File: src/tcs_pkg.sv
// Constants, register map and types for the trip circuit supervision block
`default_nettype none
package tcs_pkg;
    // Clock and scan timing
    localparam int unsigned CLK_FREQ_HZ = 250_000_000;
    localparam int unsigned MS_PER_SEC = 1000;
    localparam int unsigned SCAN_PERIOD_MS = 500;
    localparam int unsigned SCAN_CYCLES = (CLK_FREQ_HZ / MS_PER_SEC) * SCAN_PERIOD_MS;
    localparam int unsigned TICKS_PER_SEC = MS_PER_SEC / SCAN_PERIOD_MS;
    localparam int unsigned TWO_INPUT_SAMPLES = 3;

    // Circuits and delay counting
    localparam int unsigned MAX_CIRCUITS = 3;
    localparam int unsigned CNT_W = 7;
    localparam logic [4:0] DELAY_MIN_S = 5'h01;
    localparam logic [4:0] DELAY_MAX_S = 5'h1E;
    localparam logic [CNT_W-1:0] TWO_INPUT_THR = CNT_W'(TWO_INPUT_SAMPLES);
    localparam logic [CNT_W-1:0] TICKS_PER_SEC_C = CNT_W'(TICKS_PER_SEC);

    // Register byte offsets
    localparam logic [7:0] ADDR_CTRL = 8'h00;
    localparam logic [7:0] ADDR_ROUTE = 8'h04;
    localparam logic [7:0] ADDR_STATUS = 8'h08;
    localparam logic [7:0] ADDR_IRQ_STAT = 8'h0C;
    localparam logic [7:0] ADDR_IRQ_MASK = 8'h10;

    // Control register fields
    localparam int unsigned CTRL_EN_BIT = 0;
    localparam int unsigned CTRL_TWO_BIT = 1;
    localparam int unsigned CTRL_CNT_LSB = 2;
    localparam int unsigned CTRL_DLY_LSB = 4;

    // Control reset values
    localparam logic RST_ENABLE = 1'b0;
    localparam logic RST_TWO_INPUT = 1'b1;
    localparam logic [1:0] RST_CIRCUITS = 2'h3;
    localparam logic [4:0] RST_DELAY_S = 5'h02;
    localparam logic [5:0] RST_ROUTE = 6'h00;

    // Interrupt status layout: bits 2..0 circuit alarm, bit 3 routing fault
    localparam int unsigned IRQ_W = 4;
    localparam int unsigned IRQ_ROUTE_BIT = 3;

    typedef enum logic [2:0] {
        ST_OFF = 3'b001,
        ST_OK = 3'b010,
        ST_ALARM = 3'b100
    } sup_state_e;
endpackage
`default_nettype wire

File: src/trip_circuit_supervision.sv
// Trip circuit supervision with AHB-Lite register slave and interrupt
`default_nettype none

// Functional notes
// - Flag each circuit whose routed inputs do not suit the selected mode.
// - Each breaker pole circuit gets its own independent supervision instance.
// - Two-input mode: both inputs low is abnormal, other combinations normal.
// - Two-input mode samples both inputs on a 500 ms scan tick.
// - Two-input alarm only after three consecutive abnormal samples.
// - Alarm clears automatically after the same delay once condition disappears.
// - One-input mode: input low only while trip contact closed; brief low ignored.
// - One-input mode: low longer than alarm delay raises the failure alarm.
// - One-input alarm delay settable 1 to 30 seconds, default 2.
// - Two-input delay fixed by scan and repeat count, not settable.
// - Supervision suspended while a system fault is in progress.
// - On/off enable setting, default off.
// - Status output asserted while supervision is switched off.
// - Inputs per circuit selectable one or two, default two.
// - Three circuits; per-circuit routing fault output blocks that circuit.
// - One common failure output, high when any circuit is alarmed.
// - Circuit count is a setting; zero removes supervision entirely.
module trip_circuit_supervision
    import tcs_pkg::*;
#(
    parameter int unsigned SCAN_TICK_CYCLES = tcs_pkg::SCAN_CYCLES
) (
    // Clock and reset
    input wire logic hclk,
    input wire logic hresetn,
    // AHB-Lite slave
    input wire logic hsel,
    input wire logic [31:0] haddr,
    input wire logic [1:0] htrans,
    input wire logic hwrite,
    input wire logic [2:0] hsize,
    input wire logic [31:0] hwdata,
    input wire logic hready,
    output logic hreadyout,
    output logic [31:0] hrdata,
    output logic hresp,
    // Contact sense inputs, one bit per circuit
    input wire logic [tcs_pkg::MAX_CIRCUITS-1:0] trip_relay_sense_in,
    input wire logic [tcs_pkg::MAX_CIRCUITS-1:0] breaker_contact_sense_in,
    input wire logic system_fault_in,
    // Status outputs
    output logic circuit_failure_out,
    output logic supervision_off_status,
    output logic [tcs_pkg::MAX_CIRCUITS-1:0] circuit_routing_fault,
    output logic routing_fault_alarm,
    output logic irq
);
    import tcs_pkg::*;

    localparam int unsigned N = MAX_CIRCUITS;

    // Settings
    logic supervision_enable_r;
    logic inputs_per_circuit_r;
    logic [1:0] supervised_circuit_count_r;
    logic [4:0] alarm_delay_r;
    logic [5:0] route_r;
    logic [IRQ_W-1:0] irq_stat_r;
    logic [IRQ_W-1:0] irq_mask_r;

    // Bus data phase
    logic wr_pend_r;
    logic [7:0] addr_r;

    // Scan tick
    logic [31:0] tick_cnt_r;
    logic tick_r;

    // Per-circuit state
    logic [N-1:0] alarm_w;
    logic [N-1:0] alarm_d_r;
    logic [N-1:0] route_fault_w;
    logic route_any_d_r;

    // Bus decode
    wire addr_take = hsel && htrans[1] && hready;
    wire rd_take = addr_take && !hwrite;
    wire wr_ctrl = wr_pend_r && (addr_r == ADDR_CTRL);
    wire wr_route = wr_pend_r && (addr_r == ADDR_ROUTE);
    wire wr_istat = wr_pend_r && (addr_r == ADDR_IRQ_STAT);
    wire wr_imask = wr_pend_r && (addr_r == ADDR_IRQ_MASK);
    wire [7:0] rd_addr = haddr[7:0];

    // Read views
    wire [31:0] ctrl_view = {23'h000000, alarm_delay_r, supervised_circuit_count_r,
                             inputs_per_circuit_r, supervision_enable_r};
    wire [31:0] status_view = {18'h00000, breaker_contact_sense_in, trip_relay_sense_in,
                               circuit_failure_out, supervision_off_status,
                               route_fault_w, alarm_w};
    wire [31:0] rd_mux = (rd_addr == ADDR_CTRL) ? ctrl_view :
                         (rd_addr == ADDR_ROUTE) ? {26'h0000000, route_r} :
                         (rd_addr == ADDR_STATUS) ? status_view :
                         (rd_addr == ADDR_IRQ_STAT) ? {28'h0000000, irq_stat_r} :
                         (rd_addr == ADDR_IRQ_MASK) ? {28'h0000000, irq_mask_r} :
                         32'h00000000;

    wire [4:0] delay_eff = (alarm_delay_r < DELAY_MIN_S) ? DELAY_MIN_S :
                           (alarm_delay_r > DELAY_MAX_S) ? DELAY_MAX_S : alarm_delay_r;
    wire [CNT_W-1:0] one_input_thr = CNT_W'({2'b00, delay_eff} * TICKS_PER_SEC_C);
    wire [CNT_W-1:0] thr = inputs_per_circuit_r ? TWO_INPUT_THR : one_input_thr;

    // Interrupt events
    wire route_any = |route_fault_w;
    wire [IRQ_W-1:0] irq_evt = {route_any && !route_any_d_r, alarm_w & ~alarm_d_r};
    wire [IRQ_W-1:0] irq_clr = wr_istat ? hwdata[IRQ_W-1:0] : {IRQ_W{1'b0}};
    // Set wins over write-one clear
    wire [IRQ_W-1:0] irq_stat_nxt = (irq_stat_r & ~irq_clr) | irq_evt;

    // Bus slave, always zero wait state
    always_ff @(posedge hclk or negedge hresetn) begin
        if (!hresetn) begin
            wr_pend_r <= 1'b0;
            addr_r <= 8'h00;
            hrdata <= 32'h00000000;
            hreadyout <= 1'b0;
            hresp <= 1'b0;
        end else begin
            wr_pend_r <= addr_take && hwrite;
            addr_r <= haddr[7:0];
            hreadyout <= 1'b1;
            hresp <= 1'b0;
            if (rd_take) begin
                hrdata <= rd_mux;
            end
        end
    end

    // Setting registers
    always_ff @(posedge hclk or negedge hresetn) begin
        if (!hresetn) begin
            supervision_enable_r <= RST_ENABLE;
            inputs_per_circuit_r <= RST_TWO_INPUT;
            supervised_circuit_count_r <= RST_CIRCUITS;
            alarm_delay_r <= RST_DELAY_S;
            route_r <= RST_ROUTE;
            irq_mask_r <= {IRQ_W{1'b0}};
        end else begin
            if (wr_ctrl) begin
                supervision_enable_r <= hwdata[CTRL_EN_BIT];
                inputs_per_circuit_r <= hwdata[CTRL_TWO_BIT];
                supervised_circuit_count_r <= hwdata[CTRL_CNT_LSB +: 2];
                alarm_delay_r <= hwdata[CTRL_DLY_LSB +: 5];
            end
            if (wr_route) begin
                route_r <= hwdata[5:0];
            end
            if (wr_imask) begin
                irq_mask_r <= hwdata[IRQ_W-1:0];
            end
        end
    end

    // Interrupt status and output
    always_ff @(posedge hclk or negedge hresetn) begin
        if (!hresetn) begin
            irq_stat_r <= {IRQ_W{1'b0}};
            alarm_d_r <= {N{1'b0}};
            route_any_d_r <= 1'b0;
            irq <= 1'b0;
        end else begin
            irq_stat_r <= irq_stat_nxt;
            alarm_d_r <= alarm_w;
            route_any_d_r <= route_any;
            irq <= |(irq_stat_nxt & irq_mask_r);
        end
    end

    always_ff @(posedge hclk or negedge hresetn) begin
        if (!hresetn) begin
            tick_cnt_r <= 32'h00000000;
            tick_r <= 1'b0;
        end else if (tick_cnt_r >= SCAN_TICK_CYCLES - 1) begin
            tick_cnt_r <= 32'h00000000;
            tick_r <= 1'b1;
        end else begin
            tick_cnt_r <= tick_cnt_r + 32'h00000001;
            tick_r <= 1'b0;
        end
    end

    genvar i;
    generate
        for (i = 0; i < N; i++) begin : g_circ
            // circuit present only below the count
            wire present = (2'(i) < supervised_circuit_count_r);
            wire trip_routed = route_r[i];
            wire bkr_routed = route_r[N + i];
            assign route_fault_w[i] = present &&
                (inputs_per_circuit_r ? !(trip_routed && bkr_routed) : !trip_routed);
            wire active = present && supervision_enable_r && !route_fault_w[i];
            wire both_low = !trip_relay_sense_in[i] && !breaker_contact_sense_in[i];
            wire trip_low = !trip_relay_sense_in[i];
            wire abnormal = inputs_per_circuit_r ? both_low : trip_low;

            circuit_monitor #(
                .CW(CNT_W)
            ) i_mon (
                .hclk(hclk),
                .hresetn(hresetn),
                .tick(tick_r),
                .active(active),
                .hold(system_fault_in),
                .abnormal(abnormal),
                .thr(thr),
                .alarm(alarm_w[i])
            );
        end
    endgenerate

    // Registered status outputs
    always_ff @(posedge hclk or negedge hresetn) begin
        if (!hresetn) begin
            circuit_failure_out <= 1'b0;
            supervision_off_status <= 1'b1;
            circuit_routing_fault <= {N{1'b0}};
            routing_fault_alarm <= 1'b0;
        end else begin
            circuit_failure_out <= |alarm_w;
            supervision_off_status <= !supervision_enable_r;
            circuit_routing_fault <= route_fault_w;
            routing_fault_alarm <= route_any;
        end
    end

    wire unused_ok = &{1'b0, hsize, haddr[31:8]};
endmodule

// One supervised circuit: sample counter and alarm state
module circuit_monitor
    import tcs_pkg::*;
#(
    parameter int unsigned CW = tcs_pkg::CNT_W
) (
    // Clock and reset
    input wire logic hclk,
    input wire logic hresetn,
    // Scan and qualification
    input wire logic tick,
    input wire logic active,
    input wire logic hold,
    // Sample and threshold
    input wire logic abnormal,
    input wire logic [CW-1:0] thr,
    // Alarm state
    output logic alarm
);
    import tcs_pkg::*;

    sup_state_e state_r;
    sup_state_e state_nxt;
    logic [CW-1:0] cnt_r;
    logic [CW-1:0] cnt_nxt;

    wire [CW-1:0] cnt_inc = cnt_r + CW'(1);

    assign alarm = (state_r == ST_ALARM);

    always_comb begin
        state_nxt = state_r;
        cnt_nxt = cnt_r;
        if (!active) begin
            state_nxt = ST_OFF;
            cnt_nxt = {CW{1'b0}};
        end else if (hold) begin
            cnt_nxt = {CW{1'b0}};
            if (state_r == ST_OFF) begin
                state_nxt = ST_OK;
            end
        end else begin
            case (state_r)
                ST_OFF: begin
                    state_nxt = ST_OK;
                    cnt_nxt = {CW{1'b0}};
                end
                ST_OK: begin
                    if (tick) begin
                        if (abnormal && cnt_inc >= thr) begin
                            state_nxt = ST_ALARM;
                            cnt_nxt = {CW{1'b0}};
                        end else if (abnormal) begin
                            cnt_nxt = cnt_inc;
                        end else begin
                            cnt_nxt = {CW{1'b0}};
                        end
                    end
                end
                ST_ALARM: begin
                    if (tick) begin
                        if (!abnormal && cnt_inc >= thr) begin
                            state_nxt = ST_OK;
                            cnt_nxt = {CW{1'b0}};
                        end else if (!abnormal) begin
                            cnt_nxt = cnt_inc;
                        end else begin
                            cnt_nxt = {CW{1'b0}};
                        end
                    end
                end
                default: begin
                    state_nxt = ST_OFF;
                    cnt_nxt = {CW{1'b0}};
                end
            endcase
        end
    end

    always_ff @(posedge hclk or negedge hresetn) begin
        if (!hresetn) begin
            state_r <= ST_OFF;
            cnt_r <= {CW{1'b0}};
        end else begin
            state_r <= state_nxt;
            cnt_r <= cnt_nxt;
        end
    end
endmodule
`default_nettype wire

File: config.mk
export PLATFORM = sky130hd
export DESIGN_NAME = trip_circuit_supervision
export DESIGN_NICKNAME = d
export VERILOG_FILES = /design/src/tcs_pkg.sv /design/src/trip_circuit_supervision.sv
export SDC_FILE = /design/constraint.sdc
export NUM_CORES = 1
export LEC_CHECK = 0
export BUFFER_PORTS_ARGS = -buffer_cell sky130_fd_sc_hd__buf_2
export CORE_MARGIN = 2
export CORE_UTILIZATION = 50
export DETAILED_ROUTE_END_ITERATION = 10
export GPL_TIMING_DRIVEN = 0
export HOLD_SLACK_MARGIN = 0.05
export PLACE_DENSITY = 0.76
export SYNTH_ARGS = -nofsm -noshare
export SYNTH_HDL_FRONTEND = slang
export SYNTH_SLANG_ARGS = --single-unit
File: constraint.sdc
create_clock -name hclk -period 2.4 [get_ports hclk]
set_input_delay 0.48 -clock hclk [delete_from_list [all_inputs] [get_ports hclk]]
set_output_delay 0.48 -clock hclk [all_outputs]
set_load 0.05 [all_outputs]
==> flow_summary.toml <==
[logic_synthesis]
synth.avg_cell_area_sq_um = 9.74
synthArstFlopShare = 1.00
syn_inst = 651
ys_ff_latch = 120
synth_top_family_by_area = "simple AND/OR/NAND/NOR gates"
synthAdderAreaFrac = 0.0434
synthSimpleGateAreaFrac = 0.197
synth_compound_area_frac = 0.123
synth_mux_area_frac = 0.0551
synth_top_area_cell = "dfrtp_1"
synth-edff-count = 0
synth_ff_type = "dfrtp_1"
yosys_warnings = 0
synth_cell_types = 61
synth.cell_area_sq_mm = 0.00634
yosysSeqAreaShare = 0.475
synth_xor_area_frac = 0.0566
synth_area_leaders = "dfrtp_1, ha_1, mux2_2, nor2_1, nand2_1"
netlist.area_leader.share = 0.442

[sta]
min_period_ps = 2610
finalHoldViolations = 0
setup_viol = 11
worst_pin_slew_ps = 837
maxSlewViolCount = 0
rsz0062_at_grt = "yes"
slew-limit-headroom = 0.441
fin_skew_ps = 6.10
max_freq_mhz = 384
finalSetupTns_ps = -1360
setup_ws_ps = -208
fin_crit_sh = 1.09

[power]
vdd.ir_drop.worst_mv = 0.490
p_leak_nw = 3.67
p_per_area_mw_per_mm2 = 621

[place]
io_buffers = 50
dpl.hpwl_microns = 10000
gp_congestion = 0.903
pre_cts_slack_ps = -399

[finish]
antenna_cells = 0
syn2layout_area_growth_pct = 29.1
seq_area_sq_mm = 0.00302
final_cell_mix = "dfrtp_1, nand2_1, nor2_1"
drive_gt1_frac = 0.305
final_common_cell = "dfrtp_1"
fin_nets = 876
nFillCells = 922
multi_input_area_sq_mm = 0.00348

[critical_path]
required_ps = 2710
crit_type = "flop to flop"
arrival_ps = 2910
cp-end-kind = "flop"
startpoint_type = "flop"
cp_max_fo = 4

[route]
routed_wirelength_microns = 15900
via_per_inst = 5.60
wire_per_inst_microns = 16.6
drc = 0
ant_nets = 0
first_pass_iters = 5
drt-initial-drc-count = 354
num_vias = 5364

[cts]
cts_made_buffers = 17
root_buffer = "clkbuf_16"
path_clk_slew_ps = 60
clock_latency_ps = 420
clock_path_buffers = 2
cts_tree = "yes"
htree_levels = 4
cts_sinks = 120

[global_routing]
grt_pass1_vias = 5252
antenna_found_initial = 0
grt_pass1_wl_microns = 24600
track_usage = 0.233
grt_start_max_net_pins = 90
grt-ovfl-total = 0

[floorplanning]
io_pins = 122
die_h_microns = 117
core_area_sq_mm = 0.0125
row_count = 41
start_util = 0.507
die-width_microns = 117
dieArea_sq_mm = 0.0136

[run_status]
violations = "setup timing"
outcome = "finished with violations"

[worst_hold_path]
hp-class = "input pin to flop"

[run]
max_cap_viol_count = 0
## routing by layer
| metal | part of all wire | global-route usage | vias up |
|---|---|---|---|
| li1 | - | - | 2503 |
| met1 | 0.40 | 0.268 | 2604 |
| met2 | 0.50 | 0.402 | 196 |
| met3 | 0.059 | 0.0633 | 61 |
| met4 | 0.037 | 0.114 | 0 |
| met5 | 0 | 0 | - |
## worst max-delay path, stage by stage, from the launching register on
cell and delay, ps:
dfrtp_1 430, ha_4 180, nand3_4 90, xnor2_2 150, ha_1 300, a21o_1 190
a22oi_2 210, o311ai_4 180, o31ai_2 230, a31oi_2 170, mux2_4 350
## layout make-up
cell class | instances | area share
clock inverter | 14 | 0.0240
buffer | 39 | 0.0300
clock buffer | 18 | 0.0536
tap | 172 | 0.0263
multi-input combinational | 494 | 0.425
inverter | 20 | 0.00917
timing repair buffer | 81 | 0.0630
sequential | 120 | 0.369
## state kept, by name, indices dropped and copies added, names as in the netlist, 2 cells and up
register,flops
route_r,6
irq_mask_r,4
alarm_delay_r,5
g_circ.i_mon.cnt_r,21
addr_r,8
tick_cnt_r,32
circuit_routing_fault,3
irq_stat_r,4
supervised_circuit_count_r,2
g_circ.i_mon.state_r,9
hrdata,14
alarm_d_r,3
## worst paths after layout
kind	start	cells after the start	slack [ps]	end
hold / removal	haddr[6]	1	180	addr_r[6]
hold reg to reg	alarm_d_r[1]	1	450	irq_stat_r[1]
setup / recovery	g_circ[0].i_mon.cnt_r[1]	10	-210	g_circ[0].i_mon.state_r[2]
max in group asynchronous	hresetn	3	1130	g_circ[0].i_mon.state_r[0]
setup reg to reg	g_circ[0].i_mon.cnt_r[1]	10	-210	g_circ[0].i_mon.state_r[2]
min in group asynchronous	hresetn	2	500	g_circ[2].i_mon.cnt_r[3]
## cell usage after synthesis (4+ instances only)
cell type  instances
xnor2_1           18
nor4b_1            4
o22a_1             4
nand4_1           10
o21ai_0           42
nor4_1             6
xor2_1            23
buf_4             19
and4_1             4
o31ai_1            6
a22oi_1            4
mux2i_1            9
a21o_1             7
nor3_1            11
and3_1            10
nand2_1           67
a31oi_1            5
dfstp_2            8
nor2_1            69
nand2b_1           6
inv_1             20
buf_2              6
o21ai_1            4
nand3_1           31
a21oi_1           29
mux2_2            23
dfrtp_1          112
nor2b_1            7
ha_1              22
clkbuf_1          14
or3_1              6
## power breakdown
group	internal (mW)	total [mW]	switching, mW
clock	1.77	2.73	0.957
sequential	2.06	2.08	0.0202
combinational	0.0864	0.281	0.195
total	3.91	5.09	1.17
## cells by family after synthesis
logic type,count (synthesis)
AO/OA/AOI/OAI,124
multiplexers,32
adder cells (fa/ha/maj),22
buffers and inverters,60
other,2
AND/OR/NAND/NOR,250
XOR/XNOR,41
flip-flops,120
## repair_timing
action                     in CTS  in global routing
hold endpoints to repair       31                  0
gates resized for setup        42                 45
pin swaps                      14                 11
setup endpoints to repair      33                 42
hold buffers                    1                  0
buffers inserted               18                 11
## metrics by stage
step	area, sq um	utilization	instances	power [mW]	hold WS, ps
after floorplan	6440	-	674	2.28	184
after global placement	6910	0.552	896	2.38	436
after detailed placement	6940	0.555	897	2.39	383
after CTS	7920	0.632	947	5.12	167
after global routing	8190	0.654	958	5.25	171
final	8190	0.654	958	5.09	181
(Power assumes the default switching activity.)
